`src/design/acsm_pkg.sv`:
```
// Constants shared by the serial character send module
package acsm_pkg;
  // Register port layout (byte addresses)
  localparam int unsigned ADDR_W          = 4;
  localparam int unsigned DATA_W          = 32;
  localparam logic [3:0]  CMD_OFFSET      = 4'h0;
  localparam logic [3:0]  STATUS_OFFSET   = 4'h4;

  // Command word fields
  localparam int unsigned CHAR_W          = 5;
  localparam int unsigned CHAR_LSB        = 0;
  localparam int unsigned FUNC_LSB        = 8;
  localparam int unsigned FUNC_W          = 2;
  localparam logic [1:0]  FUNC_NONE       = 2'h0;
  localparam logic [1:0]  FUNC_XMIT_DATA  = 2'h1;
  localparam logic [1:0]  FUNC_XMIT_SPACE = 2'h2;
  localparam logic [1:0]  FUNC_STOP       = 2'h3;

  // Status word fields
  localparam int unsigned ST_RUN_BIT      = 0;
  localparam int unsigned ST_LSP_BIT      = 1;
  localparam int unsigned ST_STOP_BIT     = 2;
  localparam int unsigned ST_IDLE_BIT     = 3;
  localparam int unsigned ST_CNT_LSB      = 8;
  localparam int unsigned ST_CHAR_LSB     = 16;

  // Half-unit counter: vector bit i is counter stage i
  localparam int unsigned CNT_W           = 6;
  localparam logic [5:0]  CNT_START_A     = 6'h22;
  localparam logic [5:0]  CNT_START_B     = 6'h03;
  localparam logic [5:0]  CNT_DATA1_A     = 6'h14;
  localparam logic [5:0]  CNT_STOP_A      = 6'h0E;
  localparam logic [5:0]  CNT_STOP_B      = 6'h0F;
  localparam logic [5:0]  CNT_IDLE        = 6'h00;
  localparam logic [5:0]  CNT_SPACE_END   = 6'h20;
  localparam int unsigned CNT_BIT0        = 0;
  localparam int unsigned CNT_BIT4        = 4;
  localparam int unsigned CNT_BIT5        = 5;

  // Values after reset
  localparam logic [5:0]  CNT_RESET       = 6'h00;
  localparam logic [4:0]  CHAR_RESET      = 5'h00;
  localparam logic        RUN_RESET       = 1'b0;
  localparam logic        LSP_RESET       = 1'b0;
  localparam logic        STOP_RESET      = 1'b1;
  localparam logic        LINE_IDLE       = 1'b1;
endpackage : acsm_pkg

```
`src/design/acsm_send.sv`:
```
// Serial character send module: frame sequencing, flags and host port
`timescale 1ns/1ps
module acsm_send (
  // Clock and reset
  input  wire logic                          core_clk_in,
  input  wire logic                          srst_in,
  // Register port
  input  wire logic [acsm_pkg::ADDR_W-1:0]   reg_addr_in,
  input  wire logic [acsm_pkg::DATA_W-1:0]   reg_wdata_in,
  input  wire logic                          reg_wr_in,
  input  wire logic                          reg_rd_in,
  output logic [acsm_pkg::DATA_W-1:0]        reg_rdata_out,
  // Timing and scanner pins
  input  wire logic                          bit_clock_send_in,
  input  wire logic                          line_unit_addressed_in,
  input  wire logic                          send_module_selected_in,
  // Line and status
  output logic                               serial_out,
  output logic                               send_service_request_n_out,
  output logic                               run_clear_out,
  output logic                               not_long_space_out,
  output logic                               counter_bit4_clear_out
);
  import acsm_pkg::*;

  // Frame table and shift path are built for these widths only
  if (CHAR_W != 5) begin : g_char_w_check
    $error("acsm_send: character width must be five bits");
  end
  if (CNT_W != 6) begin : g_cnt_w_check
    $error("acsm_send: half-unit counter must have six stages");
  end

  // Pin synchronisers: stage one feeds stage two only
  logic [2:0] pin_s1_q;
  logic [2:0] pin_s2_q;
  logic       clk_prev_q;
  logic       bit_step;

  always_ff @(posedge core_clk_in) begin
    if (srst_in) begin
      // Held at the step level so a high pin at release is no edge
      pin_s1_q   <= 3'h1;
      pin_s2_q   <= 3'h1;
      clk_prev_q <= 1'b1;
    end else begin
      pin_s1_q   <= {send_module_selected_in, line_unit_addressed_in, bit_clock_send_in};
      pin_s2_q   <= pin_s1_q;
      clk_prev_q <= pin_s2_q[0];
    end
  end

  // Rising edge of the timing clock becomes a one-cycle step
  assign bit_step = pin_s2_q[0] & ~clk_prev_q;

  logic       line_addr;
  logic       module_sel;
  assign line_addr  = pin_s2_q[1];
  assign module_sel = pin_s2_q[2];

  // Command decode from a write to the command word
  logic             cmd_wr;
  logic [1:0]       cmd_func;
  logic             xmit_cmd;
  logic             space_cmd;
  logic             stop_cmd;

  // One decoder for every function code test of a command write
  function automatic logic func_code_is(input logic [FUNC_W-1:0] func,
                                        input logic [FUNC_W-1:0] code);
    func_code_is = (func == code);
  endfunction : func_code_is

  assign cmd_wr    = reg_wr_in & (reg_addr_in == CMD_OFFSET);
  assign cmd_func  = reg_wdata_in[FUNC_LSB +: FUNC_W];
  // Long space is a transmit function with the space modifier
  assign xmit_cmd  = cmd_wr & (func_code_is(cmd_func, FUNC_XMIT_DATA)
                               | func_code_is(cmd_func, FUNC_XMIT_SPACE));
  assign space_cmd = cmd_wr & func_code_is(cmd_func, FUNC_XMIT_SPACE);
  assign stop_cmd  = cmd_wr & func_code_is(cmd_func, FUNC_STOP);

  // Strobe fall: the write cycle is the acknowledge, the next cycle its fall
  logic xmit_fall_q;
  logic xmit_fall_d;
  logic space_fall_q;
  logic space_fall_d;
  logic stop_fall_q;
  logic stop_fall_d;

  always_comb begin
    xmit_fall_d  = xmit_cmd;
    space_fall_d = space_cmd;
    stop_fall_d  = stop_cmd;
  end

  always_ff @(posedge core_clk_in) begin
    if (srst_in) begin
      xmit_fall_q  <= 1'b0;
      space_fall_q <= 1'b0;
      stop_fall_q  <= 1'b0;
    end else begin
      xmit_fall_q  <= xmit_fall_d;
      space_fall_q <= space_fall_d;
      stop_fall_q  <= stop_fall_d;
    end
  end

  // Half-unit counter
  // Steps only on the detected edge, never on the raw pin
  logic [CNT_W-1:0] stage;
  logic             run_q;
  logic             run_d;

  acsm_half_counter u_counter (
    .core_clk_in       (core_clk_in),
    .srst_in           (srst_in),
    .bit_clock_send_in (bit_step),
    .run_in            (run_q),
    .stage_out         (stage)
  );

  logic c0;
  logic c4;
  logic c5;
  logic start_pos;
  assign c0        = stage[CNT_BIT0];
  assign c4        = stage[CNT_BIT4];
  assign c5        = stage[CNT_BIT5];
  assign start_pos = (stage == CNT_START_A) | (stage == CNT_START_B);

  // Control flags
  // Space flag follows the write edge; run and stop the edge after
  logic lsp_q;
  logic lsp_d;
  logic stop_q;
  logic stop_d;

  always_comb begin
    run_d  = run_q;
    lsp_d  = lsp_q;
    stop_d = stop_q;
    if (c4) begin
      run_d = 1'b0;
    end
    // Setting wins over the stage-four clear so a late write is not lost
    if (xmit_fall_q) begin
      run_d  = 1'b1;
      stop_d = 1'b0;
    end
    if (space_cmd) begin
      lsp_d = 1'b1;
    end
    if (stop_cmd) begin
      lsp_d  = 1'b0;
    end
    if (stop_fall_q) begin
      stop_d = 1'b1;
    end
  end

  always_ff @(posedge core_clk_in) begin
    if (srst_in) begin
      run_q  <= RUN_RESET;
      lsp_q  <= LSP_RESET;
      stop_q <= STOP_RESET;
    end else begin
      run_q  <= run_d;
      lsp_q  <= lsp_d;
      stop_q <= stop_d;
    end
  end

  // Character register
  logic [CHAR_W-1:0] char_q;
  logic [CHAR_W-1:0] char_d;
  logic              char_shift_pulse;

  // A write while running reloads the register; the host must wait
  // One shift per pair of steps while data bits are on the line
  assign char_shift_pulse = bit_step & c0 & c4;

  always_comb begin
    char_d = char_q;
    if (xmit_cmd) begin
      char_d = reg_wdata_in[CHAR_LSB +: CHAR_W];
    end else if (char_shift_pulse) begin
      char_d = {1'b0, char_q[CHAR_W-1:1]};
    end
  end

  // Reset clears at once instead of a fast shift clock
  always_ff @(posedge core_clk_in) begin
    if (srst_in) begin
      char_q <= CHAR_RESET;
    end else begin
      char_q <= char_d;
    end
  end

  // Line output
  // Flag pairs override the frame so space and mark hold steady
  logic serial_q;
  logic serial_d;

  always_comb begin
    if (lsp_q && !stop_q) begin
      serial_d = 1'b0;
    end else if (!lsp_q && stop_q) begin
      serial_d = LINE_IDLE;
    end else if (c4) begin
      serial_d = char_q[0];
    end else if (start_pos) begin
      serial_d = 1'b0;
    end else begin
      serial_d = LINE_IDLE;
    end
  end

  // Service request and idle status
  // Registered so the scanner sees a clean level
  logic req_n_q;
  logic req_n_d;
  logic run_clr_q;
  logic lsp_clr_q;
  logic c4_clr_q;

  always_comb begin
    // Host answers with a status read, then a transmit write
    req_n_d = ~(~run_q & ~c4 & line_addr & module_sel & ~stop_q
                & (c5 | ~lsp_q));
  end

  always_ff @(posedge core_clk_in) begin
    if (srst_in) begin
      serial_q  <= LINE_IDLE;
      req_n_q   <= 1'b1;
      run_clr_q <= 1'b1;
      lsp_clr_q <= 1'b1;
      c4_clr_q  <= 1'b1;
    end else begin
      serial_q  <= serial_d;
      req_n_q   <= req_n_d;
      run_clr_q <= ~run_q;
      lsp_clr_q <= ~lsp_q;
      c4_clr_q  <= ~c4;
    end
  end

  // Register read path, data valid the cycle after the strobe
  // Zero outside the slot lets read data be ORed with other slaves
  logic [DATA_W-1:0] rdata_q;
  logic [DATA_W-1:0] rdata_d;

  always_comb begin
    rdata_d = '0;
    if (reg_rd_in && reg_addr_in == STATUS_OFFSET) begin
      rdata_d[ST_RUN_BIT]               = run_q;
      rdata_d[ST_LSP_BIT]               = lsp_q;
      rdata_d[ST_STOP_BIT]              = stop_q;
      rdata_d[ST_IDLE_BIT]              = ~run_q & ~lsp_q & ~c4;
      rdata_d[ST_CNT_LSB +: CNT_W]      = stage;
      rdata_d[ST_CHAR_LSB +: CHAR_W]    = char_q;
    end
  end

  always_ff @(posedge core_clk_in) begin
    if (srst_in) begin
      rdata_q <= '0;
    end else begin
      rdata_q <= rdata_d;
    end
  end

  assign reg_rdata_out              = rdata_q;
  assign serial_out                 = serial_q;
  assign send_service_request_n_out = req_n_q;
  assign run_clear_out              = run_clr_q;
  assign not_long_space_out         = lsp_clr_q;
  assign counter_bit4_clear_out     = c4_clr_q;
endmodule : acsm_send

```
`src/design/acsm_half_counter.sv`:
```
// Six-stage half-unit counter stepping through one character frame
`timescale 1ns/1ps
module acsm_half_counter (
  // Clock and reset
  input  wire logic                     core_clk_in,
  input  wire logic                     srst_in,
  // Step control
  input  wire logic                     bit_clock_send_in,
  input  wire logic                     run_in,
  // Stage outputs
  output logic [acsm_pkg::CNT_W-1:0]    stage_out
);
  import acsm_pkg::*;

  logic [CNT_W-1:0] cnt_q;
  logic [CNT_W-1:0] cnt_d;

  // Successor of each frame position; idle positions wait for the run flag
  function automatic logic [CNT_W-1:0] next_pos(input logic [CNT_W-1:0] cur,
                                                 input logic            run);
    case (cur)
      CNT_IDLE, CNT_SPACE_END: next_pos = run ? CNT_START_A : CNT_SPACE_END;
      CNT_START_A: next_pos = CNT_START_B;
      CNT_START_B: next_pos = CNT_DATA1_A;
      6'h1D:       next_pos = CNT_STOP_A;
      CNT_STOP_A:  next_pos = CNT_STOP_B;
      CNT_STOP_B:  next_pos = CNT_IDLE;
      default: begin
        // Data positions 14..1C count upward; any stray code falls back to idle
        if (cur >= CNT_DATA1_A && cur < 6'h1D) begin
          next_pos = cur + 6'h01;
        end else begin
          next_pos = CNT_IDLE;
        end
      end
    endcase
  endfunction : next_pos

  always_comb begin
    cnt_d = cnt_q;
    if (bit_clock_send_in) begin
      cnt_d = next_pos(cnt_q, run_in);
    end
  end

  always_ff @(posedge core_clk_in) begin
    if (srst_in) begin
      cnt_q <= CNT_RESET;
    end else begin
      cnt_q <= cnt_d;
    end
  end

  assign stage_out = cnt_q;
endmodule : acsm_half_counter

```
`config.mk`:
```
export PLATFORM = sky130hd
export DESIGN_NAME = acsm_send
export DESIGN_NICKNAME = d
export VERILOG_FILES = /design/src/design/acsm_pkg.sv /design/src/design/acsm_send.sv /design/src/design/acsm_half_counter.sv
export SDC_FILE = /design/constraint.sdc
export NUM_CORES = 1
export LEC_CHECK = 0
export BUFFER_PORTS_ARGS = -buffer_cell sky130_fd_sc_hd__buf_4
export CAP_MARGIN = 20
export CORE_ASPECT_RATIO = 1.75
export CORE_MARGIN = 3
export CORE_UTILIZATION = 51
export CTS_CLUSTER_SIZE = 10
export DETAILED_ROUTE_END_ITERATION = 6
export GPL_TIMING_DRIVEN = 1
export PLACE_DENSITY = 0.88
export SYNTH_ARGS = -nofsm -noshare
export SYNTH_HDL_FRONTEND = slang
export SYNTH_SLANG_ARGS = --single-unit
```
`constraint.sdc`:
```
create_clock -name core_clk_in -period 5.36 [get_ports core_clk_in]
set_clock_uncertainty 0.2 [all_clocks]
set_input_delay 0.804 -clock core_clk_in [delete_from_list [all_inputs] [get_ports core_clk_in]]
set_output_delay 0.804 -clock core_clk_in [all_outputs]
set_load 0.03 [all_outputs]
```
==> summary.md, run 1 <==
| Metric | Value |
|---|---|
| Post-cts sizing count | 0 |
| DP HPWL | 2620 um |
| Synth Register Bits | 43 |
| Root buffer cell | clkbuf_8 |
| Worst-case clock buffer depth | 2 |
| PD cells | between 200 and 300 nW/um^2 |
| Antenna diodes | 0 |
| Worst-Margin Slew | between 0.8 and 0.9 ns |
| Hold path depth | 1 |
| Design area | approximately 2200 um^2 |
| Vias per inst | around 5.3 |
| Initial antenna violation count | 0 |
| Mapped Area | 1890 um^2 |
| Worst hold path type | register to register |
| Cells after Synth | between 150 and 200 |
| Finished Core Util | around 64% |
| Largest net degree at the start of global routing | 35 |
| First-pass GRT wire length | about 5700 um |
| Post-route DRC | 1 |
| Setup TNS | 0 ns |
| CP Capture Type | register |
| Slew Limit Fails | 0 |
| Crit Reg-Reg Endpoint | u_counter.stage_out[5]$_SDFFE_PP0N_ |
| Die height | 86.5 um |
| Routed WL per cell | about 13 um |
| Worst Hold Launch | pin_s1_q[0]$_SDFF_PP1_ |
| Setup Crit Path Kind | input pin to register |
| Syn-to-layout area delta | 17.7% |
| CTS sink cnt | 43 |
| Layout net count | 280 |
| Drt total wl | roughly 3600 um |
| CP required | 5.35 ns |
| Rows | 28 |
| DR pass1 iterations | 6 |
| Leading area contributor after synthesis | dfxtp_1 |
| Iteration-0 DRC Markers | between 40 and 50 |
| R2r startpoint | u_counter.stage_out[0]$_SDFFE_PP0N_ |
| Post-route ant nets | 0 |
| CTS tree | yes |
| H-Tree Depth | 2 |
| Worst-path clk slew | ~0.09 ns |
| Most frequent cell after synthesis | dfxtp_1 |
| Sequential share of the synthesized area | between 40 and 50% |
| Core area | around 3500 um^2 |
| Final setup violation count | 0 |
| Hold Vio Cnt, Final | 0 |
| Post-synthesis average cell area | slightly below 10 um^2 |
| Max-cap violations | 0 |
| Worst R2R Path Depth | 6 |
| Outcome | complete, but fails checks |
| GRT overflow | 0 |
| Port Buffers | 37 |
| Hold EP | pin_s2_q[0]$_SDFF_PP1_ |
| Minimum clock period | 2.42 ns |
| Failing checks | design-rule violations |
| Initial Util | a little over half |
| Top-Level Pins | 80 |
| Synth top area cells | dfxtp_1, buf_4, ha_1 |
| Lkg Pwr | roughly 0.00096 uW |
| Layout cell share with drive strength beyond 1 | 22.1% |
| Final Wtd Congestion | around 0.90 |
| F_max | roughly 410 MHz |
| Arr. time, crit path | ~2.4 ns |
| Area of placed instances | 2110 um^2 |
| Via count | 1459 |
| Die span in x | roughly 52 um |
| Number of global-route vias before repair | approximately 1300 |
| Reg2reg setup slack | around 3.1 ns |
| VDD IR max | ~0.27 mV |
| Share of the clock period used by the worst path after layout | a little under half |
| Top-area cell type share of the netlist area | between 40% and 50% |
| GRT Util Overall | between 10% and 20% |
| Crit-path max FO | 10 |
| Cts hold-fix bufs | 0 |
| Num CTS Buffers | 5 |
| Setup Fix Bufs, Post-CTS | 0 |
| Ys Warns | 0 |
| EDFF count, synth | 0 |
| Final WS setup | 2.94 ns |
| Clock latency on the worst-skew pair | roughly 0.30 ns |
| Async SR Flop Fraction | 0% |
| Die area | between 4000 and 5000 um^2 |
| Max_slew headroom | between 40% and 50% |
| RSZ-0062 raised after global routing | no |
| Top post-synthesis cells by count | dfxtp_1, buf_4, nor2_1 |
| Netlist cell types | 46 |
| Worst setup SP type | input pin |
| Fillcell total | about 280 |
| Placement Setup Slack | roughly 2.6 ns |
| Top FF cell, synth | dfxtp_1 |
-- logic make-up (layout without fill, tap and decap cells) --
| logic type | Yosys count | count (layout) | synth area share (%) |
|---|---|---|---|
| and+or+nand+nor | 72 | 72 | 23.1 |
| DFF | 43 | 43 | 45.6 |
| muxes | 6 | 6 | 3.18 |
| AOI/OAI and AO/OA | 31 | 31 | 11.7 |
| adders and majority gates | 7 | 7 | 4.64 |
| xor gates and xnor gates | 2 | 2 | 0.928 |
| other | 1 | 17 | 0.199 |
| buffers and inverters | 34 | 53 | 10.7 |
-- report_power, final --
part	total [uW]	internal, uW	switching, uW
combinational	48.3	16.9	31.4
sequential	327	324	3.56
clock	247	139	108
total	622	479	143
-- worst max-delay path, cell delays in order --
cell and delay, ns:
buf_4 0.11, or3_1 0.50, or4b_1 0.71, mux2i_1 0.24
nor2_1 0.05
-- registers in the layout, summed over array words and instances (netlist names), 3 cells and up --
| signal | cells |
|---|---|
| char_q | 5 |
| pin_s2_q | 3 |
| pin_s1_q | 3 |
| u_counter.stage_out | 6 |
| reg_rdata_out | 15 |
-- layout by cell type (no fill, tap or decap), drive strengths merged, types with 2 or more instances in the layout --
cell type,Yosys,final
dfxtp,43,43
buf,21,37
conb,1,17
nor2,14,14
and2,10,10
inv,8,8
a21oi,8,8
nand2b,8,8
nor4,7,7
ha,7,7
nand2,6,6
o21ai,6,6
mux2i,6,6
nor2b,5,5
a211oi,5,5
clkbuf,5,5
nor3,3,3
or2,3,3
or3,3,3
or4b,2,2
a21o,2,2
and3b,2,2
xor2,2,2
a2111oi,2,2
clkinv,0,2
-- how the worst max path moves through the flow --
stage               cells after the start            from  slack, ns                     endpoint
finish                                  5  reg_addr_in[1]       2.94       char_q[4]$_SDFFE_PP0P_
CTS                                     5  reg_addr_in[1]       2.94       char_q[4]$_SDFFE_PP0P_
global route                            4  reg_addr_in[1]       2.86  reg_rdata_out[3]$_SDFF_PP0_
floorplan                               6  reg_addr_in[1]       2.90       char_q[4]$_SDFFE_PP0P_
detailed placement                      5  reg_addr_in[1]       2.62       char_q[4]$_SDFFE_PP0P_
global placement                        5  reg_addr_in[1]       2.66       char_q[4]$_SDFFE_PP0P_
-- stage by stage --
stage,power (uW),hold slack (ns),std cells
floorplan,378,0.189,212
global placement,381,0.193,268
detailed placement,383,0.203,268
CTS,627,0.225,276
global route,646,0.252,276
finish,622,0.218,276
-- cell type report --
| class | count | area [um^2] | share of cell area, % |
|---|---|---|---|
| flip-flops and latches | 43 | 861 | 38.7 |
| repair buffers | 37 | 278 | 12.5 |
| well taps | 45 | 56.3 | 2.53 |
| multi-input cells | 135 | 885 | 39.8 |
| inverters | 8 | 30.0 | 1.35 |
| clock inverters | 3 | 43.8 | 1.97 |
| clock buffers | 5 | 68.8 | 3.10 |
-- per-layer routing --
| metal | vias to the layer above | GRT usage, % | wire length (um) |
|---|---|---|---|
| li1 | 713 | - | - |
| met1 | 664 | 18.1 | 1410 |
| met2 | 73 | 28.6 | 1810 |
| met3 | 9 | 4.65 | 242 |
| met4 | 0 | 13.1 | 150 |
| met5 | - | 0 | 0 |
Note: power is estimated with default switching activity, not from simulation.
==> run 2: changes to the inputs <==
- CORE_UTILIZATION: 51 -> 47
- PLACE_DENSITY: 0.88 -> 0.82
- clock period: 5.36 -> 2.42 ns (I/O delays scaled with it)
==> run 2 against run 1 <==
Net effect:
- largest cell class unchanged
- register-to-register slack got worse by 2.9 ns
- highest routed layer unchanged
- count of clock-buffer cells in the layout is 1 higher
- worst setup slack lost 2.8 ns
- routed wire length shrank 2.3%
- flip-flop and latch count did not move
- critical path depth grew 1
- core utilization fell by 4.1 points
- combinational power is 130% higher
- the run now ends clean
==> summary.md, run 2 (same netlist as run 1, synthesis figures left out) <==
| Metric | Value |
|---|---|
| Outcome | finished clean |
| FF+latch area | around 860 um^2 |
| Die height | ~90 um |
| Initial antenna violation count | 0 |
| Final Wtd Congestion | about 0.95 |
| Root buffer cell | clkbuf_8 |
| Via count | 1455 |
| Setup Crit Path Kind | register to register |
| Die area | 4840 um^2 |
| Number of global-route vias before repair | ~1300 |
| Num CTS Buffers | 5 |
| CP required | 2.44 ns |
| Clk pwr share | 34.6% |
| Int Pwr | around 960 uW |
| CTS tree | yes |
| Max-cap violations | 0 |
| Area of the multi-input gates | just under 900 um^2 |
| Crit-path max FO | 5 |
| Final WS setup | between 0.15 and 0.2 ns |
| Routed WL per cell | approximately 12 um |
| Most frequent cells in the layout | dfxtp_1, buf_4, conb_1, nor2_1, and2_1 |
| Clock latency on the worst-skew pair | 0.30 ns |
| Cts hold-fix bufs | 0 |
| Fillcell total | between 300 and 400 |
| RSZ-0062 raised after global routing | no |
| Drt total wl | 3530 um |
| Max reg flops | 15 |
| Syn-to-layout area delta | 18.7% |
| Lkg Pwr | slightly below 0.001 uW |
| Sw frac | ~25% |
| PD cells | 569 nW/um^2 |
| Post-route ant nets | 0 |
| Worst hold path type | input pin to register |
| Layout cell share with drive strength beyond 1 | between 20% and 30% |
| Seq pwr share | between 50% and 60% |
| F_max | 444 MHz |
| VDD IR max | slightly above 0.4 mV |
| First-pass GRT wire length | between 5000 and 6000 um |
| Iteration-0 DRC Markers | 19 |
| GRT Util Overall | 16.6% |
| Top-Level Pins | 80 |
| Antenna diodes | 0 |
| Initial Util | 50.5% |
| Rows | 29 |
| DR pass1 iterations | 4 |
| Hold_ws | about 0.057 ns |
| Final setup violation count | 0 |
| Vias per inst | ~5 |
| DP HPWL | about 2700 um |
| Slew Limit Fails | 0 |
| Share of the clock period used by the worst path after layout | between 90% and 100% |
| Post-route DRC | 0 |
| Setup TNS | 0 ns |
| Worst setup SP type | register |
| Largest net degree at the start of global routing | 35 |
| Hold Vio Cnt, Final | 0 |
| Core area | 3740 um^2 |
| Combinational share of power | under 10% |
| Layout net count | around 290 |
| Worst-case clock buffer depth | 2 |
| CP Capture Type | register |
| Sw power | between 300 and 400 uW |
| GRT overflow | 0 |
| CTS sink cnt | 43 |
| H-Tree Depth | 2 |
| Die span in x | 53.9 um |
| Placement Setup Slack | around 0.19 ns |
| Reg2reg setup slack | approximately 0.17 ns |
| Minimum clock period | around 2.3 ns |
| Port Buffers | 37 |
| Post-cts sizing count | 0 |
| Setup Fix Bufs, Post-CTS | 0 |
| Arr. time, crit path | 2.27 ns |
| Worst-path clk slew | 0.08 ns |
run 2: cell count changes in the layout (fill, tap and decap cells not counted):
cell,change
buf_4,+6
bufinv_16,-1
clkbuf_1,+1
clkinv_4,-1
clkinvlp_4,+1
run 2: path summary, 6_finish.rpt:
kind | cells past startpoint | from | endpoint
hold reg to reg | 1 | pin_s1_q[0]$_SDFF_PP1_ | pin_s2_q[0]$_SDFF_PP1_
setup / recovery | 6 | u_counter.stage_out[1]$_SDFFE_PP0N_ | u_counter.stage_out[5]$_SDFFE_PP0N_
setup reg to reg | 6 | u_counter.stage_out[1]$_SDFFE_PP0N_ | u_counter.stage_out[5]$_SDFFE_PP0N_
hold / removal | 2 | bit_clock_send_in | pin_s1_q[0]$_SDFF_PP1_
run 2: routing by layer:
layer | up-vias | GRT usage [%] | share of wire (%) | routed length, um
met4 | 0 | 9.17 | 2.4 | 85
met2 | 53 | 27.2 | 53 | 1870
met5 | - | 0 | 0 | 0
met3 | 6 | 4.47 | 7.2 | 255
li1 | 727 | - | - | -
met1 | 669 | 18.2 | 37 | 1320
run 2: metrics by stage:
| stage | util (%) | total power [uW] | cell area (um^2) | std cells |
|---|---|---|---|---|
| floorplan | - | 837 | 1950 | 212 |
| global placement | 57.7 | 849 | 2160 | 275 |
| detailed placement | 57.7 | 850 | 2160 | 275 |
| CTS | 60.0 | 1280 | 2240 | 283 |
| global route | 60.0 | 1320 | 2240 | 283 |
| finish | 60.0 | 1280 | 2240 | 283 |
run 2: power by group through the flow:
stage | registers (uW) | logic [uW] | clock network [uW]
after floorplan | 739 | 97.4 | 0
after global placement | 739 | 109 | 0
after detailed placement | 740 | 111 | 0
after CTS | 723 | 111 | 450
after global routing | 724 | 121 | 480
final | 723 | 111 | 442
run 2: cell type report:
class / instances / area share (%)
inverter: 8 / 1.34
clock inverter: 2 / 0.558
sequential: 43 / 38.4
clock buffer: 6 / 3.24
timing repair buffer: 43 / 14.4
multi-input combinational: 135 / 39.5
tap: 46 / 2.57
run 2: critical path: stages, from the launching register on:
cell and delay, ns:
dfxtp_1 0.35, inv_1 0.15, ha_1 0.16, and3b_1 0.19, or3_4 0.36, or4_1 0.53
a311oi_2 0.23
==> run 3: changes to the inputs <==
- MAX_ROUTING_LAYER: not set -> met4
- PLACE_DENSITY: 0.82 -> 0.77
==> run 3 against run 2 <==
Net effect:
- clock power grew 24%
- worst hold slack gained 0.0038 ns
- die area unchanged
- non-clock buffer count increased by 1
- global-route usage is 1.3 points higher
- core utilization is 0.94 points higher
- power grew 8.4%
- routed wire length increased by 4.4%
- critical path depth is the same
- register-to-register slack got worse by 0.02 ns
- fmax shrank 1.0%
- critical path type unchanged
- largest cell class unchanged
- largest power group unchanged
==> summary.md, run 3 (same netlist as run 1, synthesis figures left out) <==
| Metric | Value |
|---|---|
| Outcome | finished clean |
| H-Tree Depth | 2 |
| Max reg flops | 15 |
| Final Wtd Congestion | 0.905 |
| Final setup violation count | 0 |
| Via count | between 1000 and 1500 |
| Lkg Pwr | ~0.00099 uW |
| DR pass1 iterations | 4 |
| Core area | ~3700 um^2 |
| Initial antenna violation count | 0 |
| Hold Vio Cnt, Final | 0 |
| Minimum clock period | between 2 and 2.5 ns |
| Clock latency on the worst-skew pair | 0.29 ns |
| Arr. time, crit path | 2.29 ns |
| Fillcell total | roughly 330 |
| Most common cell after layout, fill and taps aside | buf_4 |
| Root buffer cell | clkbuf_8 |
| Worst-case clock buffer depth | 2 |
| CP Capture Type | register |
| Die area | between 4000 and 5000 um^2 |
| Num CTS Buffers | 5 |
| Worst hold path type | input pin to register |
| PD cells | between 600 and 700 nW/um^2 |
| VDD IR max | 0.645 mV |
| CP required | 2.44 ns |
| Worst R2R Path Depth | 6 |
| CTS tree | yes |
| Post-route DRC | 0 |
| Drt total wl | ~3700 um |
| DP HPWL | 2800 um |
| Hold path depth | 2 |
| Share of the clock period used by the worst path after layout | a little over nine tenths |
| F_max | roughly 440 MHz |
| Top-Level Pins | 80 |
| Setup Crit Path Kind | register to register |
| Vias per inst | 5.08 |
| Worst setup SP type | register |
| Slew Limit Fails | 0 |
| Area of the multi-input gates | around 880 um^2 |
| Post-cts sizing count | 0 |
| Setup TNS | 0 ns |
| Largest net degree at the start of global routing | 35 |
| Die span in x | between 50 and 60 um |
| Placed cell count | 276 |
| Setup Fix Bufs, Post-CTS | 0 |
| Antenna diodes | 0 |
| RSZ-0062 raised after global routing | no |
| Crit-path max FO | 5 |
| Initial Util | around half |
| CTS sink cnt | between 40 and 50 |
| Cts hold-fix bufs | 0 |
| Non-Filler Instances | 284 |
| Worst-path clk slew | 0.08 ns |
| Final WS setup | 0.144 ns |
| First-pass GRT wire length | ~6300 um |
| Iteration-0 DRC Markers | 15 |
| Number of global-route vias before repair | between 1000 and 1500 |
| Routed WL per cell | between 10 and 15 um |
| GRT overflow | 0 |
| Syn-to-layout area delta | 20.5% |
| Rows | 29 |
| FF+latch area | around 860 um^2 |
| Most frequent cells in the layout | buf_4, dfxtp_1, conb_1, nor2_1, and2_1 |
| Post-route ant nets | 0 |
| Layout net count | 287 |
| Max-cap violations | 0 |
| Port Buffers | 37 |
| Placement Setup Slack | roughly 0.17 ns |
| Die height | approximately 90 um |
| Layout cell share with drive strength beyond 1 | 24.4% |
| GRT Util Overall | 17.8% |
[run 3: worst paths after layout]
kind	from	end	slack [ns]
setup reg to reg	u_counter.stage_out[1]$_SDFFE_PP0N_	u_counter.stage_out[5]$_SDFFE_PP0N_	0.14
hold reg to reg	pin_s1_q[0]$_SDFF_PP1_	pin_s2_q[0]$_SDFF_PP1_	0.21
setup / recovery	u_counter.stage_out[1]$_SDFFE_PP0N_	u_counter.stage_out[5]$_SDFFE_PP0N_	0.14
hold / removal	bit_clock_send_in	pin_s1_q[0]$_SDFF_PP1_	0.06
[run 3: layout make-up]
class,instances,area share [%]
Tap cell,46,2.53
Multi-Input combinational cell,135,38.9
Timing Repair Buffer,44,14.5
Sequential cell,43,37.8
Clock buffer,5,3.02
Clock inverter,3,1.92
Inverter,8,1.32
[run 3: stage by stage]
stage	power (uW)	util [%]	hold WS [ns]	area [um^2]
global placement	850	57.9	0.200	2160
finish	1380	60.9	0.0609	2280
global route	1440	60.9	0.0484	2280
CTS	1400	60.9	0.0528	2280
detailed placement	853	57.9	0.198	2160
floorplan	837	-	0.189	1950
[run 3: worst max-delay path, stage by stage (launching register included)]
cell	delay (ns)
dfxtp_1	0.36
inv_1	0.16
ha_1	0.16
and3b_1	0.19
or3_4	0.37
or4_1	0.53
a311oi_2	0.23
[run 3: layer usage]
layer  part of all wire [%]  vias up  GRT usage [%]
li1                       -      732              -
met1                     38      659           18.7
met2                     55       45           30.0
met3                    4.9        8           4.64
met4                    2.2        0           7.68
met5                      0        -              -
[run 3: report_power, final]
part           internal (uW)  switching, uW  total, uW
Clock                    307            240        547
Combinational           40.0           72.9        113
Sequential               717           6.22        723
Total                   1060            319       1380
